<file path="src/shared/agc_cfg.svh">
// agc_cfg.svh: offsets, field positions and reset values of the
// converter front-end control block.
// assumes inclusion by bare name from the package and the design.
`ifndef AGC_CFG_SVH
`define AGC_CFG_SVH

// ----------------------------------------------------------------
// register offsets (byte addresses, one word each)
// ----------------------------------------------------------------
`define AGC_OFF_CFG 8'h00
`define AGC_OFF_CTRL 8'h04
`define AGC_OFF_PERIOD 8'h08
`define AGC_OFF_STATUS 8'h0C
`define AGC_OFF_RESULT 8'h10

// ----------------------------------------------------------------
// configuration and control word fields
// ----------------------------------------------------------------
`define AGC_SEL_MSB 7
`define AGC_SEL_LSB 0
`define AGC_CS_MSB 9
`define AGC_CS_LSB 8
`define AGC_GAIN_MSB 12
`define AGC_GAIN_LSB 10
`define AGC_CHOP_BIT 13
`define AGC_RUN_MSB 15
`define AGC_RUN_LSB 14
`define AGC_CTRL_START 0
`define AGC_CTRL_STOP 1

// ----------------------------------------------------------------
// codes and reset values
// ----------------------------------------------------------------
`define AGC_SEL_TEMP 8'hDE
`define AGC_RUN_ONESHOT 2'h2
`define AGC_RUN_CONT 2'h3
`define AGC_GAIN_MAX_ANALOG 3'h5
`define AGC_GAIN_X32 3'h6
`define AGC_GAIN_X64 3'h7
`define AGC_CFG_RST 16'h0400
`define AGC_PERIOD_RST 16'h0100

`endif

</file>
<file path="src/shared/agc_pkg.sv">
// agc_pkg: types of the converter front-end control block.
// assumes agc_cfg.svh is reachable on the include path.
`include "agc_cfg.svh"

package agc_pkg;

    // sequencer states, one-hot
    typedef enum logic [2:0] {
        ST_IDLE = 3'h1,
        ST_FWD = 3'h2,
        ST_REV = 3'h4
    } agc_state_t;

    // whole state of the control block
    typedef struct packed {
        logic [15:0] cfg;
        logic [15:0] period;
        agc_state_t state;
        logic [15:0] cnt;
        logic signed [25:0] fwdVal;
        logic [23:0] result;
        logic ready;
        logic filtRst;
    } agc_regs_t;

endpackage

</file>
<file path="src/shared/agc_gain_if.sv">
// agc_gain_if: carries a raw filter value to the digital gain stage
// and the scaled 24-bit code back.
// assumes both ends sit in the same clock domain.
`timescale 1ns/1ns
`default_nettype none

interface agc_gain_if;
    logic signed [26:0] raw;    // three fractional bits
    logic [1:0] shift;
    logic signed [23:0] scaled;
    modport user (output raw, output shift, input scaled);
    modport shifter (input raw, input shift, output scaled);
endinterface

`default_nettype wire

</file>
<file path="src/verilog/agc_dig_gain.sv">
// agc_dig_gain: digital gain stage, shift left, round and clamp.
// assumes a raw value with three fractional bits at its input.
`timescale 1ns/1ns
`default_nettype none

module agc_dig_gain (
    input wire logic clk,
    input wire logic rst_n,
    agc_gain_if.shifter gIf
);
    import agc_pkg::*;

    logic signed [28:0] shifted;
    logic signed [28:0] rounded;
    logic signed [25:0] whole;

    // ----------------------------------------------------------------
    // shift, round half up, clamp
    // ----------------------------------------------------------------
    always_comb begin
        shifted = 29'(gIf.raw) <<< gIf.shift;
        rounded = shifted + 29'sh0000004;
        whole = 26'(rounded >>> 3);
        // clamp rather than wrap, a wrapped code flips sign
        if (whole > 26'sh07FFFFF) begin
            gIf.scaled = 24'sh7FFFFF;
        end else if (whole < -26'sh0800000) begin
            gIf.scaled = -24'sh800000;
        end else begin
            gIf.scaled = whole[23:0];
        end
    end

    // ----------------------------------------------------------------
    // checks
    // ----------------------------------------------------------------
    property p_satHigh;
        @(posedge clk) disable iff (!rst_n)
        // at shift two the code passes full scale from raw 0xFFFFFF up
        (gIf.shift == 2'h2 && gIf.raw >= 27'sh0FFFFFF)
            |-> gIf.scaled == 24'sh7FFFFF;
    endproperty
    a_satHigh: assert property (p_satHigh)
        else $error("positive overflow not clamped");

    property p_unity;
        @(posedge clk) disable iff (!rst_n)
        (gIf.shift == 2'h0 && gIf.raw < 27'sh3FFFFFC)
            |-> gIf.scaled == 24'((gIf.raw + 27'sh4) >>> 3);
    endproperty
    a_unity: assert property (p_unity)
        else $error("unity gain path altered the code");

endmodule

`default_nettype wire

</file>
<file path="src/verilog/agc_front_ctrl.sv">
// agc_front_ctrl: input selection, offset chop sequencing and gain
// decode for a delta-sigma converter front end, with an APB slave.
// assumes filtData is the filter output, valid at each period end.
//
// Notes on behaviour
// - selector code DE routes both inputs to the temperature diodes.
// - diodes selected: burnout source off, its bits kept, diode bias on.
// - chop bit clear gives plain conversions; set enables cancellation.
// - chop on: two conversions, second swapped, output half the difference.
// - chop on: result period is twice the plain one, one-shot too.
// - chop with continuous run: filter reset between back-to-back conversions.
// - three-bit gain code in the gain field selects the total gain.
// - gains one third to sixteen are analog only, digital gain one.
// - codes 110 and 111 hold analog at sixteen, digital two or four.
// - digital gain is a left shift of the filter output then rounding.
`timescale 1ns/1ns
`default_nettype none
`include "agc_cfg.svh"

module agc_front_ctrl (
    input wire logic clk,
    input wire logic rst_n,
    input wire logic psel,
    input wire logic penable,
    input wire logic pwrite,
    input wire logic [7:0] paddr,
    input wire logic [31:0] pwdata,
    output logic [31:0] prdata,
    output logic pready,
    output logic pslverr,
    input wire logic scanTempSel,
    input wire logic signed [25:0] filtData,
    output logic [3:0] muxPos,
    output logic [3:0] muxNeg,
    output logic tempDiodeSel,
    output logic diodeBiasEn,
    output logic [1:0] burnoutSel,
    output logic [2:0] analogGain,
    output logic [1:0] digShift,
    output logic filtRst,
    output logic convRun
);
    import agc_pkg::*;

    agc_regs_t regs_ff;
    agc_regs_t nxt_regs;
    agc_gain_if gIf ();

    logic wrEn;
    logic rdEn;
    logic mapped;
    logic chopOn;
    logic [1:0] runSel;
    logic [2:0] gainCode;
    logic [7:0] selCode;
    logic [15:0] periodEff;
    logic lastCyc;
    logic tempActive;
    logic startReq;
    logic stopReq;
    logic newRes;
    logic signed [26:0] diff;

    // ----------------------------------------------------------------
    // digital gain stage
    // ----------------------------------------------------------------
    agc_dig_gain uGain (
        .clk(clk),
        .rst_n(rst_n),
        .gIf(gIf.shifter)
    );

    // ----------------------------------------------------------------
    // field decode
    // ----------------------------------------------------------------
    assign chopOn = regs_ff.cfg[`AGC_CHOP_BIT];
    assign runSel = regs_ff.cfg[`AGC_RUN_MSB:`AGC_RUN_LSB];
    assign gainCode = regs_ff.cfg[`AGC_GAIN_MSB:`AGC_GAIN_LSB];
    assign selCode = regs_ff.cfg[`AGC_SEL_MSB:`AGC_SEL_LSB];
    // a zero period would wrap the count to 65536 cycles, so it counts as one cycle
    assign periodEff = (regs_ff.period == 16'h0000) ? 16'h0001
        : regs_ff.period;
    assign lastCyc = (regs_ff.cnt == 16'h0000);

    // ----------------------------------------------------------------
    // input routing and burnout override
    // ----------------------------------------------------------------
    assign tempDiodeSel = (selCode == `AGC_SEL_TEMP);
    assign tempActive = tempDiodeSel | scanTempSel;
    // cs bits stay as written; only the driven select is forced off
    assign burnoutSel = tempActive ? 2'h0
        : regs_ff.cfg[`AGC_CS_MSB:`AGC_CS_LSB];
    assign diodeBiasEn = tempActive;
    // second chop conversion sees the inputs swapped
    assign muxPos = (regs_ff.state == ST_REV) ? selCode[3:0]
        : selCode[7:4];
    assign muxNeg = (regs_ff.state == ST_REV) ? selCode[7:4]
        : selCode[3:0];

    // ----------------------------------------------------------------
    // gain split, analog capped at sixteen
    // ----------------------------------------------------------------
    always_comb begin
        analogGain = gainCode;
        digShift = 2'h0;
        if (gainCode == `AGC_GAIN_X32) begin
            analogGain = `AGC_GAIN_MAX_ANALOG;
            digShift = 2'h1;
        end else if (gainCode == `AGC_GAIN_X64) begin
            analogGain = `AGC_GAIN_MAX_ANALOG;
            digShift = 2'h2;
        end
    end

    // ----------------------------------------------------------------
    // raw value into the gain stage, three fractional bits
    // ----------------------------------------------------------------
    // forward minus reverse on one more bit equals half the difference
    assign diff = 27'(regs_ff.fwdVal) - 27'(filtData);
    assign gIf.raw = (regs_ff.state == ST_REV) ? diff
        : {filtData, 1'b0};
    assign gIf.shift = digShift;

    // ----------------------------------------------------------------
    // APB decode; zero wait states
    // ----------------------------------------------------------------
    assign wrEn = psel & penable & pwrite;
    assign rdEn = psel & penable & ~pwrite;
    assign mapped = (paddr == `AGC_OFF_CFG) | (paddr == `AGC_OFF_CTRL)
        | (paddr == `AGC_OFF_PERIOD) | (paddr == `AGC_OFF_STATUS)
        | (paddr == `AGC_OFF_RESULT);
    assign pready = 1'b1;
    assign pslverr = psel & penable & ~mapped;
    assign startReq = wrEn & (paddr == `AGC_OFF_CTRL)
        & pwdata[`AGC_CTRL_START] & runSel[1];
    assign stopReq = wrEn & (paddr == `AGC_OFF_CTRL)
        & pwdata[`AGC_CTRL_STOP];

    // read data mux
    always_comb begin
        prdata = 32'h00000000;
        if (rdEn) begin
            unique case (paddr)
                `AGC_OFF_CFG: prdata = {16'h0000, regs_ff.cfg};
                `AGC_OFF_PERIOD: prdata = {16'h0000, regs_ff.period};
                `AGC_OFF_STATUS: prdata = {29'h00000000,
                    regs_ff.state == ST_REV, convRun, regs_ff.ready};
                `AGC_OFF_RESULT: prdata = {8'h00, regs_ff.result};
                default: prdata = 32'h00000000;
            endcase
        end
    end

    // ----------------------------------------------------------------
    // next state: registers and conversion sequencer
    // ----------------------------------------------------------------
    always_comb begin
        nxt_regs = regs_ff;
        nxt_regs.filtRst = 1'b0;
        newRes = 1'b0;
        if (wrEn && paddr == `AGC_OFF_CFG) begin
            nxt_regs.cfg = pwdata[15:0];
        end
        if (wrEn && paddr == `AGC_OFF_PERIOD) begin
            nxt_regs.period = pwdata[15:0];
        end
        unique case (regs_ff.state)
            ST_IDLE: begin
                if (startReq && !stopReq) begin
                    nxt_regs.state = ST_FWD;
                    nxt_regs.cnt = periodEff - 16'h0001;
                    nxt_regs.filtRst = 1'b1;
                end
            end
            ST_FWD: begin
                if (stopReq) begin
                    nxt_regs.state = ST_IDLE;
                end else if (!lastCyc) begin
                    nxt_regs.cnt = regs_ff.cnt - 16'h0001;
                end else if (chopOn) begin
                    // keep forward half, run the swapped half next
                    nxt_regs.fwdVal = filtData;
                    nxt_regs.state = ST_REV;
                    nxt_regs.cnt = periodEff - 16'h0001;
                    nxt_regs.filtRst = 1'b1;
                end else begin
                    nxt_regs.result = gIf.scaled;
                    newRes = 1'b1;
                    nxt_regs.cnt = periodEff - 16'h0001;
                    // plain continuous run keeps the filter history
                    if (runSel != `AGC_RUN_CONT) begin
                        nxt_regs.state = ST_IDLE;
                    end
                end
            end
            ST_REV: begin
                if (stopReq) begin
                    nxt_regs.state = ST_IDLE;
                end else if (!lastCyc) begin
                    nxt_regs.cnt = regs_ff.cnt - 16'h0001;
                end else begin
                    nxt_regs.result = gIf.scaled;
                    newRes = 1'b1;
                    if (runSel == `AGC_RUN_CONT) begin
                        // chained one-shots, filter cleared, no gap
                        nxt_regs.state = ST_FWD;
                        nxt_regs.cnt = periodEff - 16'h0001;
                        nxt_regs.filtRst = 1'b1;
                    end else begin
                        nxt_regs.state = ST_IDLE;
                    end
                end
            end
            default: nxt_regs.state = ST_IDLE;
        endcase
        // a result landing on the reading cycle keeps the flag set
        if (rdEn && paddr == `AGC_OFF_RESULT) begin
            nxt_regs.ready = 1'b0;
        end
        if (newRes) begin
            nxt_regs.ready = 1'b1;
        end
    end

    // ----------------------------------------------------------------
    // state register
    // ----------------------------------------------------------------
    always_ff @(posedge clk or negedge rst_n) begin
        if (!rst_n) begin
            regs_ff <= '{cfg: `AGC_CFG_RST, period: `AGC_PERIOD_RST,
                state: ST_IDLE, cnt: 16'h0000, fwdVal: 26'h0000000,
                result: 24'h000000, ready: 1'b0, filtRst: 1'b0};
        end else begin
            regs_ff <= nxt_regs;
        end
    end

    assign filtRst = regs_ff.filtRst;
    assign convRun = (regs_ff.state != ST_IDLE);

    // ----------------------------------------------------------------
    // checks and their helper counter
    // ----------------------------------------------------------------
    logic [31:0] seqCyc_ff;

    // cycles since the sequence started or the last result
    always_ff @(posedge clk or negedge rst_n) begin
        if (!rst_n) begin
            seqCyc_ff <= 32'h00000000;
        end else if (!convRun || newRes) begin
            seqCyc_ff <= 32'h00000000;
        end else begin
            seqCyc_ff <= seqCyc_ff + 32'h00000001;
        end
    end

    property p_tempRoute;
        @(posedge clk) disable iff (!rst_n)
        selCode == 8'hDE |-> tempDiodeSel && diodeBiasEn;
    endproperty
    a_tempRoute: assert property (p_tempRoute)
        else $error("temperature code did not select the diodes");

    property p_burnoutOff;
        @(posedge clk) disable iff (!rst_n)
        scanTempSel |-> burnoutSel == 2'h0 && diodeBiasEn;
    endproperty
    a_burnoutOff: assert property (p_burnoutOff)
        else $error("burnout source left on during diode select");

    property p_plainNoRev;
        @(posedge clk) disable iff (!rst_n)
        (!chopOn && regs_ff.state == ST_FWD && lastCyc && !stopReq)
            |=> regs_ff.state != ST_REV && regs_ff.ready;
    endproperty
    a_plainNoRev: assert property (p_plainNoRev)
        else $error("plain conversion entered the swapped phase");

    property p_swapPhase;
        @(posedge clk) disable iff (!rst_n)
        (chopOn && regs_ff.state == ST_FWD && lastCyc && !stopReq)
            |=> regs_ff.state == ST_REV && muxPos == $past(muxNeg)
            && filtRst;
    endproperty
    a_swapPhase: assert property (p_swapPhase)
        else $error("second chop conversion not swapped");

    property p_periodLen;
        @(posedge clk) disable iff (!rst_n)
        newRes |-> seqCyc_ff == (chopOn ? 32'(periodEff) * 2
            : 32'(periodEff)) - 1;
    endproperty
    a_periodLen: assert property (p_periodLen)
        else $error("result period length wrong");

    property p_contChain;
        @(posedge clk) disable iff (!rst_n)
        (regs_ff.state == ST_REV && lastCyc && !stopReq
            && runSel == 2'h3 && periodEff != 16'h0001)
            |=> filtRst && regs_ff.state == ST_FWD ##1 !filtRst;
    endproperty
    a_contChain: assert property (p_contChain)
        else $error("continuous chop missed the filter reset");

    property p_analogOnly;
        @(posedge clk) disable iff (!rst_n)
        gainCode <= 3'h5 |-> analogGain == gainCode && digShift == 2'h0;
    endproperty
    a_analogOnly: assert property (p_analogOnly)
        else $error("low gain code used the digital stage");

    property p_highGain;
        @(posedge clk) disable iff (!rst_n)
        gainCode >= 3'h6 |-> analogGain == 3'h5
            && digShift == ((gainCode == 3'h6) ? 2'h1 : 2'h2);
    endproperty
    a_highGain: assert property (p_highGain)
        else $error("high gain split wrong");

    property p_gainCode;
        @(posedge clk) disable iff (!rst_n)
        $changed(gainCode) |-> analogGain == ((gainCode > 3'h5) ? 3'h5
            : gainCode);
    endproperty
    a_gainCode: assert property (p_gainCode)
        else $error("gain field not decoded");

endmodule

`default_nettype wire

</file>
<file path="config.mk">
export PLATFORM = sky130hd
export DESIGN_NAME = agc_front_ctrl
export DESIGN_NICKNAME = d
export VERILOG_FILES = /design/src/shared/agc_pkg.sv /design/src/shared/agc_gain_if.sv /design/src/verilog/agc_dig_gain.sv /design/src/verilog/agc_front_ctrl.sv
export VERILOG_INCLUDE_DIRS = /design/src /design/src/shared
export SDC_FILE = /design/constraint.sdc
export NUM_CORES = 1
export LEC_CHECK = 0
export BUFFER_PORTS_ARGS = -buffer_cell sky130_fd_sc_hd__buf_4
export CORE_ASPECT_RATIO = 0.8
export CORE_MARGIN = 3
export CORE_UTILIZATION = 55
export DETAILED_ROUTE_END_ITERATION = 7
export PLACE_DENSITY = 0.77
export SLEW_MARGIN = 20
export SYNTH_ARGS = -nofsm -noshare
export SYNTH_HDL_FRONTEND = slang
export SYNTH_SLANG_ARGS = --single-unit
</file>
<file path="constraint.sdc">
create_clock -name clk -period 8.98 [get_ports clk]
set_input_delay 0.449 -clock clk [delete_from_list [all_inputs] [get_ports clk]]
set_output_delay 0.449 -clock clk [all_outputs]
set_load 0.005 [all_outputs]
</file>
==> impl_metrics.env <==
export IMPL_intPower_mw=0.7741
export IMPL_initial_core_util=0.5752
export IMPL_slew_headroom=0.3140
export IMPL_cts_max_path_buffers=2
export IMPL_setup_tns_ns=0
export IMPL_final_util=0.6421
export IMPL_path_cells="ha_1, nand2_1, o21ai_0, a221oi_1, a2111oi_0, nor3_1, o31ai_1, nand3_1, o2bb2ai_1, or4_4, xnor2_4, a2111oi_4, buf_4, a21oi_1, o21ai_1"
export IMPL_crit_type="reg -> reg"
export IMPL_cp_required_ns=9.26
export IMPL_die_x_um=151.1
export IMPL_wl_um=26380
export IMPL_core_area_sq_mm=0.01611
export IMPL_nNetsFinal=1290
export IMPL_p_leak_nw=4.533
export IMPL_synth_cell_types=94
export IMPL_synthArstFlopShare=1.000
export IMPL_worstSetupStartpointType="flip-flop"
export IMPL_synthTopCellsByArea="dfrtp_1 (27%), mux2_2 (6.9%), nand2_1 (5.1%), nor2_1 (4.1%), ha_1 (4.1%)"
export IMPL_finalCriticalPeriod_ns=5.489
export IMPL_syn_area_per_cell_sq_um=8.236
export IMPL_p_comb_frac=0.225
export IMPL_fin_hold_ws_ns=0.006728
export IMPL_clock_power_share=0.350
export IMPL_slowest_stage="a2111oi_0"
export IMPL_cp_depth=15
export IMPL_gp_congestion=0.9416
export IMPL_final_cell_count_no_fill=1407
export IMPL_ant_nets=0
export IMPL_hpwl_um=19900
export IMPL_clock_skew_ns=0.01027
export IMPL_drc=0
export IMPL_status="finished, final reports clean"
export IMPL_cts_repair_resized=0
export IMPL_drtPass1Iterations=7
export IMPL_fin_crit_sh=0.6113
export IMPL_ios=125
export IMPL_insertedDiodeCount=0
export IMPL_clock_latency_ns=0.36
export IMPL_dieArea_sq_mm=0.01845
export IMPL_grt_max_degree=76
export IMPL_hold_buffers=0
export IMPL_ff2ff_path_depth=15
export IMPL_syn_area_sq_mm=0.009265
export IMPL_hp_class="in -> async"
export IMPL_p_seq_frac=0.425
export IMPL_cts_tree="built"
export IMPL_maxCapViolations=0
export IMPL_yosysSeqAreaShare=0.2786
export IMPL_grt_total_usage=0.2857
export IMPL_worstPathMaxFanout=23
export IMPL_wire_per_inst_um=18.75
export IMPL_critical_path_arrival_ns=5.77
export IMPL_cts_setup_buffers=0
export IMPL_antenna_found_initial=0
export IMPL_drt_initial_drc_count=946
export IMPL_rsz0062_at_grt="no"
export IMPL_critPathBufInv=1
export IMPL_grt_pass1_wl_um=42150
export IMPL_synth_top_area_frac=0.2701
export IMPL_yosysTopAreaCell="dfrtp_1"
export IMPL_ys_ff_latch=103
export IMPL_cts_sinks=103
export IMPL_row_count=41
export IMPL_synth_edf_count=0
export IMPL_overflow=0
export IMPL_power_total_mw=1.143
export IMPL_via_per_inst=6.450
export IMPL_maxSlewViolCount=0
export IMPL_setup_viol=0
export IMPL_portBuffers=99
export IMPL_htreeDepth=3
export IMPL_cts_made_buffers=9
export IMPL_vias=9075
export IMPL_worstSetupEndpointType="flip-flop"
export IMPL_clock_fmax_mhz=182.2
export IMPL_worstMarginPinSlew_ns=1.003
export IMPL_switchingPower_mw=0.3686
export IMPL_grt_pass1_vias=8090
export IMPL_yosysWarnings=0
export IMPL_area_delta_synth_final_pct=11.63
export IMPL_swShare=0.3226
export IMPL_pwr_density_cell_mw_per_mm2=110.5
export IMPL_critPathMaxStageDelay_ns=0.94
export IMPL_crit_family="compound AO/OA/AOI/OAI gates"
export IMPL_drive_above_1_share=0.2156
export IMPL_max_vdd_ir_drop_uv=98.92
export IMPL_cts_root_buf="clkbuf_16"
export IMPL_synthFlopType="dfrtp_1"
export IMPL_hold_viol_final=0
export IMPL_syn_inst=1125
export IMPL_dieHeight_um=122.1
export IMPL_dp_cells=1391
export IMPL_clkSlewWorstSetupHoldPaths_ns=0.08
==> synthesized netlist by cell type (21+ instances only) <==
cell	number
nand2_1	127
a21oi_1	64
nor2_1	101
a21oi_2	21
mux2_2	57
o21ai_0	66
xnor2_1	21
o21ai_2	22
ha_1	30
nor3_1	34
inv_1	46
dfrtp_1	100
nand3_1	24
clkbuf_1	36
==> through the flow <==
stage | worst slack (ns) | instance area [sq um]
after floorplan | 4.501 | 9291
after global placement | 3.456 | 10050
after detailed placement | 3.366 | 10050
after CTS | 3.560 | 10340
after global routing | 3.069 | 10340
final | 3.491 | 10340
==> worst paths after layout <==
check / from / to / slack [ns]
worst min register to register: regs_ff[19]$_DFFE_PN0P_ / regs_ff[19]$_DFFE_PN0P_ / 0.50
max in group asynchronous: rst_n / regs_ff[75]$_DFFE_PN0P_ / 7.71
worst max register to register: regs_ff[42]$_DFFE_PN0P_ / regs_ff[4]$_DFFE_PN0P_ / 3.49
min in group clk: pwdata[10] / gainCode[0]$_DFFE_PN1P_ / 0.32
worst min-delay path: rst_n / regs_ff[34]$_DFFE_PN0P_ / 0.007
worst max-delay path: regs_ff[42]$_DFFE_PN0P_ / regs_ff[4]$_DFFE_PN0P_ / 3.49
==> metal layers <==
metal,part of all wire,global-route usage,up-vias
met5,0,0,-
met4,0.014,0.07078,0
met3,0.094,0.05653,26
met1,0.46,0.4351,4335
li1,-,-,4279
met2,0.43,0.4137,435
==> power by group through the flow <==
stage | clock network, mW | logic [mW] | registers [mW]
after floorplan | 0 | 0.170 | 0.491
after global placement | 0 | 0.246 | 0.494
after detailed placement | 0 | 0.251 | 0.494
after CTS | 0.407 | 0.252 | 0.485
after global routing | 0.426 | 0.283 | 0.487
final | 0.400 | 0.257 | 0.486
==> cell families (layout without fill, tap and decap cells) <==
family	count (synthesis)	in the layout	share of synthesized area
compound gates	347	347	0.2681
xor+xnor	42	42	0.04173
fa+ha+maj	31	31	0.04267
other cells	2	9	0.0008106
simple gates	413	413	0.2204
flops	103	103	0.2786
buf+inv	114	174	0.05847
mux	73	73	0.08926
==> registers in the layout (all words and copies together), names as in the netlist <==
name,count
chopOn,1
filtRst,1
gainCode,3
regs_ff,98
==> placed cells by master (no fill, tap or decap), types with 20 or more instances in the layout <==
cell / count
a21oi_1: 64
a21oi_2: 21
and3_1: 20
buf_4: 111
dfrtp_1: 100
ha_1: 30
inv_1: 46
mux2_2: 57
nand2_1: 127
nand3_1: 24
nor2_1: 101
nor3_1: 32
o21ai_0: 66
o21ai_2: 22
xnor2_1: 21
xor2_1: 20
==> final cells by class <==
type	count	area (sq um)
timing repair buffer	111	833.3
inverter	47	176.4
multi-input combinational	915	6191
tap	215	269.0
clock inverter	6	52.55
clock buffer	10	239.0
fill	1453	5766
sequential	103	2581
(Power assumes the default switching activity.)
